File: src/design/trc_pkg.sv
package trc_pkg;

  // ----------------------------------------------------------------
  // Register offsets
  // ----------------------------------------------------------------
  localparam logic [7:0] TRC_RELOAD_VALUE_ADDR = 8'h00_CD;
  localparam logic [7:0] TRC_CLOCK_OPTION_ADDR = 8'h00_D8;
  localparam logic [7:0] TRC_MODE_CONTROL_ADDR = 8'h00_DA;
  localparam logic [7:0] TRC_COUNT_VALUE_ADDR  = 8'h00_DB;
  localparam logic [7:0] TRC_STATUS_ADDR       = 8'h00_DC;

  // ----------------------------------------------------------------
  // Field positions
  // ----------------------------------------------------------------
  localparam int TRC_GREEN_WAKE_BIT  = 1;
  localparam int TRC_FAST_CLOCK_BIT  = 2;
  localparam int TRC_SECOND_X8_BIT   = 3;
  localparam int TRC_PWM_OUT_BIT     = 0;
  localparam int TRC_TOGGLE_OUT_BIT  = 1;
  localparam int TRC_RELOAD_EN_BIT   = 2;
  localparam int TRC_EXT_SRC_BIT     = 3;
  localparam int TRC_RATE_LSB        = 4;
  localparam int TRC_ENABLE_BIT      = 7;
  localparam int TRC_OVF_FLAG_BIT    = 0;

  // ----------------------------------------------------------------
  // Reset values and masks
  // ----------------------------------------------------------------
  localparam logic [7:0] TRC_BYTE_RESET   = 8'h00_00;
  localparam logic [7:0] TRC_CLKOPT_MASK  = 8'h00_0E;
  localparam logic [7:0] TRC_MASK_256     = 8'h00_FF;
  localparam logic [7:0] TRC_MASK_64      = 8'h00_3F;
  localparam logic [7:0] TRC_MASK_32      = 8'h00_1F;
  localparam logic [7:0] TRC_MASK_16      = 8'h00_0F;
  localparam logic [7:0] TRC_COUNT_ONE    = 8'h00_01;
  localparam logic [7:0] TRC_PRESCALE_MAX = 8'h00_FF;

  // ----------------------------------------------------------------
  // Types
  // ----------------------------------------------------------------
  typedef struct packed {
    logic [7:0] addr;
    logic [7:0] wdata;
    logic       wr;
    logic       rd;
  } trc_bus_type;

  typedef struct packed {
    logic [7:0] clock_option;
    logic [7:0] mode_control;
    logic [7:0] count_value;
    logic [7:0] reload_hold;
    logic [7:0] reload_active;
    logic [7:0] prescale;
    logic       overflow_flag;
    logic       hosc_tick_a;
    logic       hosc_tick_b;
    logic       hosc_last;
    logic       ext_sync_a;
    logic       ext_sync_b;
    logic       ext_last;
    logic       wake;
    logic [7:0] rdata;
  } trc_state_type;

endpackage

File: src/design/trc_timer.sv
// Functional notes
// - Fast-clock bit selects oscillator instead of instruction clock into prescaler.
// - Clock option bit 1 enables green-mode wake-up.
// - Event counter mode ignores fast-clock bit and prescaler select.
// - 8-bit count; overflow sets sticky flag until software clears it.
// - Overflow reloads the count from the reload register only in PWM mode or with the reload bit set.
// - PWM mode overflows every 256/64/32/16 counts by reload/toggle bits.
// - Reduced PWM boundaries use only low count and reload bits.
// - No PWM or event mode: boundary is full 256 counts.
// - Reload writes go to holding buffer, moved to active on overflow.
// - PWM mode always reloads; reload bit selects boundary instead.
// - Event mode counts falling edges of the external pin.
// - Event mode overflows when a falling edge finds the count at 0xFF.
// - Event mode blocks pin wake-up function.
// - Event mode blocks pin interrupt; pin flag held at zero.
// - Timer counts only while enable bit 7 is set; reset zero.
// - Prescale codes 000..111 divide 256..2 or 128..1.
// - Mode bit 3 selects external pin as clock source.
// - Green mode keeps counting; wakes on overflow only if enabled.
module trc_timer
  import trc_pkg::*;
(
  input  wire logic       CLK,
  input  wire logic       RST_N,
  input  wire logic [7:0] ADDR,
  input  wire logic [7:0] WDATA,
  input  wire logic       WR,
  input  wire logic       RD,
  output logic      [7:0] RDATA,
  input  wire logic       HOSC_TICK,
  input  wire logic       EVENT_PIN,
  input  wire logic       GREEN_MODE,
  input  wire logic       PIN_WAKE_REQ,
  input  wire logic       PIN_IRQ_REQ,
  output logic            OVERFLOW_FLAG,
  output logic            OVERFLOW_PULSE,
  output logic            GREEN_WAKE,
  output logic            PIN_WAKE,
  output logic            PIN_IRQ_FLAG
);

  // ----------------------------------------------------------------
  // State
  // ----------------------------------------------------------------
  trc_state_type state_ff;
  trc_state_type nxt_state;
  trc_bus_type   bus;

  logic       enabled;
  logic       event_mode;
  logic       pwm_mode;
  logic       fast_clock;
  logic [2:0] rate;
  logic [7:0] bound_mask;
  logic [7:0] div_mask;
  logic       base_tick;
  logic       count_tick;
  logic       overflow;
  logic [7:0] count_next;

  // Edge detects
  logic       hosc_rise;
  logic       ext_fall;

  // Register strobes
  logic       wr_reload;
  logic       wr_clock_option;
  logic       wr_mode;
  logic       wr_count;
  logic       wr_status;
  logic       flag_clear;

  // Next values
  logic       reload_on_ovf;
  logic [7:0] load_value;
  logic [7:0] read_value;
  logic       flag_next;
  logic       wake_next;

  // Bus signals bundled
  assign bus = '{addr: ADDR, wdata: WDATA, wr: WR, rd: RD};

  // ----------------------------------------------------------------
  // Register bus decode
  // ----------------------------------------------------------------
  // Write strobes per register
  assign wr_reload       = bus.wr && (bus.addr == TRC_RELOAD_VALUE_ADDR);
  assign wr_clock_option = bus.wr && (bus.addr == TRC_CLOCK_OPTION_ADDR);
  assign wr_mode         = bus.wr && (bus.addr == TRC_MODE_CONTROL_ADDR);
  assign wr_count        = bus.wr && (bus.addr == TRC_COUNT_VALUE_ADDR);
  assign wr_status       = bus.wr && (bus.addr == TRC_STATUS_ADDR);

  // Writing 0 to the flag bit clears it
  assign flag_clear = wr_status && !bus.wdata[TRC_OVF_FLAG_BIT];

  // ----------------------------------------------------------------
  // Configuration
  // ----------------------------------------------------------------
  // Decoded configuration
  assign enabled    = state_ff.mode_control[TRC_ENABLE_BIT];
  assign event_mode = state_ff.mode_control[TRC_EXT_SRC_BIT];
  assign pwm_mode   = state_ff.mode_control[TRC_PWM_OUT_BIT];
  assign fast_clock = state_ff.clock_option[TRC_FAST_CLOCK_BIT];
  assign rate       = state_ff.mode_control[TRC_RATE_LSB +: 3];

  // ----------------------------------------------------------------
  // Overflow boundary
  // ----------------------------------------------------------------
  // Boundary mask from reload and toggle bits in PWM mode only
  always_comb
  begin
    bound_mask = TRC_MASK_256;
    if (pwm_mode && !event_mode)
    begin
      case ({state_ff.mode_control[TRC_RELOAD_EN_BIT], state_ff.mode_control[TRC_TOGGLE_OUT_BIT]})
        2'b01:   bound_mask = TRC_MASK_64;
        2'b10:   bound_mask = TRC_MASK_32;
        2'b11:   bound_mask = TRC_MASK_16;
        default: bound_mask = TRC_MASK_256;
      endcase
    end
  end

  // ----------------------------------------------------------------
  // Clock base and prescaler
  // ----------------------------------------------------------------
  // Divider mask: code 0 divides most, code 7 least
  always_comb
  begin
    if (fast_clock)
    begin
      div_mask = TRC_PRESCALE_MAX >> ({1'b0, rate} + 4'd1);
    end
    else
    begin
      div_mask = TRC_PRESCALE_MAX >> rate;
    end
  end

  // Oscillator tick edge; one prescaler step per tick, not per cycle
  assign hosc_rise = state_ff.hosc_tick_b && !state_ff.hosc_last;

  // Instruction clock is CLK itself
  assign base_tick = fast_clock ? hosc_rise : 1'b1;

  // Falling edge of the synchronised event pin
  assign ext_fall = state_ff.ext_last && !state_ff.ext_sync_b;

  // Count tick per source
  always_comb
  begin
    if (event_mode)
    begin
      count_tick = ext_fall;
    end
    else
    begin
      count_tick = base_tick && ((state_ff.prescale & div_mask) == div_mask);
    end
  end

  // Masked increment and overflow detect
  assign count_next = (state_ff.count_value + TRC_COUNT_ONE) & bound_mask;
  assign overflow   = enabled && count_tick
                      && ((state_ff.count_value & bound_mask) == bound_mask);

  // ----------------------------------------------------------------
  // Reload selection
  // ----------------------------------------------------------------
  // PWM forces reload; otherwise the reload bit decides
  assign reload_on_ovf = pwm_mode || state_ff.mode_control[TRC_RELOAD_EN_BIT];

  // Value taken by the counter at overflow
  always_comb
  begin
    if (reload_on_ovf)
    begin
      load_value = state_ff.reload_hold & bound_mask;
    end
    else
    begin
      load_value = count_next;
    end
  end

  // ----------------------------------------------------------------
  // Overflow flag and wake
  // ----------------------------------------------------------------
  // Set wins over a same-cycle software clear
  always_comb
  begin
    if (overflow)
    begin
      flag_next = 1'b1;
    end
    else if (flag_clear)
    begin
      flag_next = 1'b0;
    end
    else
    begin
      flag_next = state_ff.overflow_flag;
    end
  end

  // Wake pulse only for overflow in green mode with wake enabled
  assign wake_next = overflow && GREEN_MODE && state_ff.clock_option[TRC_GREEN_WAKE_BIT];

  // ----------------------------------------------------------------
  // Read mux
  // ----------------------------------------------------------------
  // Unmapped and write-only addresses read zero
  always_comb
  begin
    if (bus.addr == TRC_CLOCK_OPTION_ADDR)
    begin
      read_value = state_ff.clock_option;
    end
    else if (bus.addr == TRC_MODE_CONTROL_ADDR)
    begin
      read_value = state_ff.mode_control;
    end
    else if (bus.addr == TRC_COUNT_VALUE_ADDR)
    begin
      read_value = state_ff.count_value;
    end
    else if (bus.addr == TRC_STATUS_ADDR)
    begin
      read_value = {7'd0, state_ff.overflow_flag};
    end
    else
    begin
      read_value = TRC_BYTE_RESET;
    end
  end

  // ----------------------------------------------------------------
  // Next state
  // ----------------------------------------------------------------
  always_comb
  begin
    nxt_state = state_ff;

    // Synchronisers
    nxt_state.ext_sync_a  = EVENT_PIN;
    nxt_state.ext_sync_b  = state_ff.ext_sync_a;
    nxt_state.ext_last    = state_ff.ext_sync_b;
    nxt_state.hosc_tick_a = HOSC_TICK;
    nxt_state.hosc_tick_b = state_ff.hosc_tick_a;
    nxt_state.hosc_last   = state_ff.hosc_tick_b;

    // Prescaler runs while enabled on internal source
    if (!enabled || event_mode)
    begin
      nxt_state.prescale = TRC_BYTE_RESET;
    end
    else if (base_tick)
    begin
      nxt_state.prescale = state_ff.prescale + TRC_COUNT_ONE;
    end

    // Counting and reload
    if (enabled && count_tick)
    begin
      if (overflow)
      begin
        nxt_state.reload_active = state_ff.reload_hold;
        nxt_state.count_value   = load_value;
      end
      else
      begin
        nxt_state.count_value = count_next;
      end
    end

    // Sticky flag and wake pulse
    nxt_state.overflow_flag = flag_next;
    nxt_state.wake          = wake_next;

    // Register writes; a count write beats the reload
    if (wr_reload)
    begin
      nxt_state.reload_hold = bus.wdata;
    end
    else if (wr_clock_option)
    begin
      nxt_state.clock_option = bus.wdata & TRC_CLKOPT_MASK;
    end
    else if (wr_mode)
    begin
      nxt_state.mode_control = bus.wdata;
    end
    else if (wr_count)
    begin
      nxt_state.count_value = bus.wdata;
    end

    // Read data registered, zero outside the read slot
    if (bus.rd)
    begin
      nxt_state.rdata = read_value;
    end
    else
    begin
      nxt_state.rdata = TRC_BYTE_RESET;
    end
  end

  // ----------------------------------------------------------------
  // State register
  // ----------------------------------------------------------------
  always_ff @(posedge CLK or negedge RST_N)
  begin
    if (!RST_N)
    begin
      state_ff <= '0;
    end
    else
    begin
      state_ff <= nxt_state;
    end
  end

  // ----------------------------------------------------------------
  // Outputs
  // ----------------------------------------------------------------
  // Registered data, flag and wake; overflow pulse is combinational
  assign RDATA          = state_ff.rdata;
  assign OVERFLOW_FLAG  = state_ff.overflow_flag;
  assign OVERFLOW_PULSE = overflow;
  assign GREEN_WAKE     = state_ff.wake;

  // ----------------------------------------------------------------
  // Pin gating
  // ----------------------------------------------------------------
  // Event counting owns the pin: no wake, no pin interrupt
  assign PIN_WAKE       = PIN_WAKE_REQ && !event_mode;
  assign PIN_IRQ_FLAG   = PIN_IRQ_REQ && !event_mode;

endmodule

File: config.mk
export PLATFORM = sky130hd
export DESIGN_NAME = trc_timer
export DESIGN_NICKNAME = d
export VERILOG_FILES = /design/src/design/trc_pkg.sv /design/src/design/trc_timer.sv
export SDC_FILE = /design/constraint.sdc
export NUM_CORES = 1
export LEC_CHECK = 0
export ABC_AREA = 1
export BUFFER_PORTS_ARGS = -buffer_cell sky130_fd_sc_hd__buf_4
export CORE_MARGIN = 4
export CORE_UTILIZATION = 50
export DETAILED_ROUTE_END_ITERATION = 10
export GPL_TIMING_DRIVEN = 0
export PLACE_DENSITY = 0.71
export SLEW_MARGIN = 20
export SYNTH_ARGS = -nofsm -noshare
export SYNTH_HDL_FRONTEND = slang
export SYNTH_SLANG_ARGS = --single-unit
File: constraint.sdc
create_clock -name CLK -period 1.8 [get_ports CLK]
set_input_delay 0.36 -clock CLK [delete_from_list [all_inputs] [get_ports CLK]]
set_output_delay 0.36 -clock CLK [all_outputs]
set_load 0.005 [all_outputs]
# [Word level (Yosys, flattened, before mapping)]
# Index checks and enable logic that the tools add are counted.
[classes] muxes=21 n_eq_ne=10 shift=2 n_reduce_logical=27 n_bitwise=6 n_addsub=3
[ops] op="8-bit 2-to-1 mux" count=15
[ops] op="8-bit == test (second input constant)" count=5
[ops] op="8-bit bitwise AND" count=4
[ops] op="8-bit one-hot mux with 3 select lines" count=1
[ops] op="8-bit by 1-bit adder with 8-bit output (second input constant)" count=2
[ops] op="8-bit == test" count=2
[ops] op="1-bit logical AND" count=16
[ops] op="8-bit by 3-bit >> shifter with 8-bit output (first input constant)" count=1
[ops] op="8-bit by 4-bit >> shifter with 8-bit output (first input constant)" count=1
[ops] op="1-bit zero test" count=5
[ops] op="1-bit 2-to-1 mux" count=5
[ops] op="3-bit by 1-bit adder with 4-bit output (second input constant)" count=1
[ops] op="2-bit == test (second input constant)" count=2
[ops] op="2-bit nonzero test" count=2
[ops] op="3-bit AND reduction" count=1
[ops] op="2-bit by 1-bit == test with 1-bit output (second input constant)" count=1
[ops] op="1-bit logical OR" count=2
[ops] op="1-bit inverter" count=2
[ops] op="2-bit AND reduction" count=1
[word_totals] wordCells=83 in_bits=25 register_bits=51

# [Depth between registers and ports, before layout]
[depth] word_depth=15 depth_mapped=14 mapped_depth_nobuf=14

# [Worst setup path before layout]
# OpenSTA, ideal clock, no wires.
[synth_timing] kind="reg-to-output" startpoint="register state_ff[40] (netlist bit)" endpoint="output port OVERFLOW_PULSE" required_time_ps=1440 path_slack_ps=115 path_buffers=0 arrival_ps=1325 stages_incl_launch_ff=8 path_cell_list="dfrtp_1 > ha_1 > nand3_1 > a21oi_4 > inv_2 > nor2_8 > nand3_1 > inv_1"
[synth_via] elab_chain_len=3
[synth_lines] item="start: declaration" line="trc_timer.sv:45" text="trc_state_type state_ff;"
[synth_lines] item="start signal: assignment" line="trc_timer.sv:320" text="state_ff <= nxt_state;"
[synth_lines] item="8-bit bitwise AND" line="trc_timer.sv:165" text="&& ((state_ff.count_value & bound_mask) == bound_mask);"
[synth_lines] item="8-bit == test" line="trc_timer.sv:165"
[synth_lines] item="1-bit logical AND" line="trc_timer.sv:165"
[synth_lines] item="end: declaration" line="trc_timer.sv:36" text="output logic OVERFLOW_PULSE,"
# No other way between the ends.

# [Worst setup path after layout]
[layout_timing] startpoint="register state_ff (netlist bit event_mode)" endpoint="output port OVERFLOW_PULSE"
[layout_via] elab_chain_len=6
[layout_lines] item="1-bit zero test" line="trc_timer.sv:113" text="if (pwm_mode && !event_mode)"
[layout_lines] item="1-bit logical AND" line="trc_timer.sv:113"
[layout_lines] item="8-bit 2-to-1 mux" line="trc_timer.sv:113"
[layout_lines] item="8-bit bitwise AND" line="trc_timer.sv:165"
[layout_lines] item="8-bit == test" line="trc_timer.sv:165"
[layout_lines] item="1-bit logical AND *" line="trc_timer.sv:165"
# Every way passes the cells marked *; elsewhere a longest branch is shown, timed or not.

==> metrics.txt <==
initial antenna violation count 0; Floorplan Core Area 5570 um2; most common cell after layout, fill and taps aside nand2_1; I/O pin total 38; dominant combinational cell family by area after synthesis simple AND/OR/NAND/NOR gates; ordered cell list for the critical path buf_6 > a21oi_2 > nand3_4 > inv_2 > buf_6; first-pass GRT wire length 12200 um; synth-to-layout area growth 24.7%; Fin Setup TNS -0.552 ns; register area 1280 um2; area share of and/or/nand/nor cells after synthesis 0.319; post-route ant nets 0; switching share of total power 0.268; layout cell share with drive strength beyond 1 0.258; post-synthesis register bit count 51; combinational share of power 0.132; start-to-end type of the worst setup path reg -> out; pin slew with the least headroom to its limit 0.658 ns; largest fanout on the critical path 8; Fin Clk Skew 0.00433 ns; length of the first detailed-routing pass in iterations 7; area of the die 7070 um2; violated checks negative setup slack; effective utilization at floorplan 0.519; total wirelength of the detailed-routed design 7150 um; total chip power 2380 uW; Crit. End Element output port; Post-CTS Hold Buffers 0; sequential group share of total power 0.523; final antenna diode count 0; number of maximum-capacitance constraint violations 0; share of cell area taken by muxes after synthesis 0; xor/xnor cell area share of the yosys netlist 0.00908; Distinct cells, synth 36; most frequent cells in the layout 102 x nand2_1, 62 x buf_4, 52 x inv_1, 44 x dfrtp_1, 29 x nand3_1; CTS tree done; number of vias per cell 5.28; metal2 WL 3240 um; Pwr Density 658 nW/um2; Worst-path clk slew 0.09 ns; DP Worst Slack -0.171 ns; net count after synthesis 409; CTS buffer count 5; number of buffers and inverters on the critical path 3; top sig layer met4; Max-slew headroom 0.561; Max IR drop VDD 0.422 mV; Sink Count 51; DRT met1 WL 3320 um; Cell Area, Synth 2890 um2; half-perimeter wire length of the detailed placement result 5150 um; number of max-slew violations in the final report 0; Rows 27; die outline height 84.1 um; Detail Route met3 WL 501 um; yosys synthesis warning count 0; Port Buffers 37; via count of the first global-routing pass 2620; worst path setup slack after routing -0.222 ns; result of the run finished, violations left; Top Family by Delay on Critical Path compound AO/OA/AOI/OAI gates; Synth Area in Adders 0.00865; count of final hold-check violations 0; Period Utilization, post-route 1.12; data required time at the worst endpoint 1.44 ns; worst hold-check path type in -> async; clock period minus worst slack 2.02 ns; fraction of the yosys area taken by sequential cells 0.441; count of routing violations after the opening detailed-route iteration 244; power share of the clock group 0.344; Lkg Pwr 0.00184 uW; share of the synthesized area in compound gates (AO/OA/AOI/OAI) 0.120; worst skew pair latency 0.31 ns; total area of multi-input combinational cells 1410 um2; Overflow after GRT 0; total number of H-tree levels 2; Fmax achieved 495 MHz; Horiz. Die Dim 84.1 um; RSZ-0062 raised after global routing true; global-route total usage across every layer 0.211; vias post-DR 2731; startpoint types flop; weighted congestion reported at the end of routability-driven placement 0.902; Top cell by count, worst path buf_6; net switching component of the power 637 uW; arrival time of the worst setup path 1.66 ns; total number of nets in the final design 471; # DRC 0; worst-case clock buffer depth 2; mean post-synth cell area 7.58 um2; P_int 1740 uW; cell count after synthesis 382; biggest cell delay along the critical path 0.52 ns; CTS Root Buffer Type clkbuf_8; total of fill cells in the finished design 523; slowest stage cell on the critical path a21oi_2; Avg WL per Cell 13.8 um; Final setup viols 3; pin count of the biggest net entering global routing 52
## flip-flops by register name, summed over array words and instances, names as in the netlist
| name | cells |
|---|---|
| event_mode | 1 |
| OVERFLOW_FLAG | 1 |
| fast_clock | 1 |
| enabled | 1 |
| rate | 3 |
| state_ff | 30 |
| nxt_state | 4 |
| GREEN_WAKE | 1 |
| pwm_mode | 1 |
| RDATA | 8 |
## final cells by class
class	instances	share of cell area
clock inverters	3	0.0128
plain buffers	11	0.0218
clock buffers	5	0.0191
well taps	72	0.0250
repair buffers	55	0.115
multi-input cells	263	0.390
flip-flops and latches	51	0.356
inverters	57	0.0600
## logic make-up (layout without fill, tap and decap cells)
| group | after synthesis | in the layout |
|---|---|---|
| adder cells (fa/ha/maj) | 2 | 2 |
| AND/OR/NAND/NOR | 199 | 199 |
| flip-flops | 51 | 51 |
| buffers and inverters | 68 | 131 |
| XOR/XNOR | 3 | 3 |
| AO/OA/AOI/OAI | 59 | 59 |
## path summary, 6_finish.rpt
path,start,to,slack (ns),cells past startpoint
worst min register to register,nxt_state[13],nxt_state[12],0.36,0
worst max register to register,event_mode,OVERFLOW_FLAG,-0.18,9
worst min-delay path,RST_N,nxt_state[13],0.06,1
min in group CLK,EVENT_PIN,nxt_state[10],0.15,1
worst max-delay path,event_mode,OVERFLOW_PULSE,-0.22,5
max in group asynchronous,RST_N,fast_clock,1.27,1
## what timing repair did
item,CTS,global route
pin swaps,7,12
setup buffers,13,5
resized for setup,13,18
cloned,0,0
setup endpoints to repair,2,11
## cell usage after synthesis, drive strengths merged
master / number / area [um2]
nor4: 2 / 18.8
or2: 1 / 6.26
clkbuf: 2 / 7.51
nand3: 34 / 180
nand2: 115 / 472
o21a: 3 / 22.5
o22ai: 2 / 12.5
a311oi: 1 / 8.76
buf: 9 / 71.3
a211oi: 1 / 7.51
dfrtp: 51 / 1280
o221ai: 3 / 26.3
o211ai: 3 / 22.5
nand4: 7 / 43.8
o21ai: 36 / 180
nor3: 5 / 36.3
ha: 2 / 25.0
a21oi: 9 / 60.1
inv: 57 / 216
xor2: 3 / 26.3
nor2: 35 / 168
a31oi: 1 / 6.26
## worst register-to-register path, delay by kind of cell (launching register included)
| family | cells | cell delay [ns] |
|---|---|---|
| simple gates | 1 | 0.14 |
| buf+inv | 6 | 0.79 |
| flops | 1 | 0.39 |
| compound gates | 2 | 0.59 |
## power by group through the flow
stage               Clock (uW)  Combinational, uW  Sequential [uW]
finish                     818                315             1240
CTS                        839                296             1240
floorplan                    0                161             1250
global route               889                353             1250
global placement             0                268             1260
detailed placement           0                274             1260
## through the flow
step	utilization	instances	hold WS (ns)	area, um2
finish	0.648	517	0.0635	3610
global route	0.648	517	0.111	3610
global placement	0.585	491	0.332	3260
detailed placement	0.585	491	0.339	3260
floorplan	-	382	0.0644	2890
CTS	0.631	512	0.0925	3520
## layer usage
metal	global-route usage	up-vias
met2	0.329	109
met1	0.293	1268
li1	-	1341
met5	0	-
met4	0.0599	0
met3	0.0503	13
No activity file was read; power rests on OpenSTA's default activity.
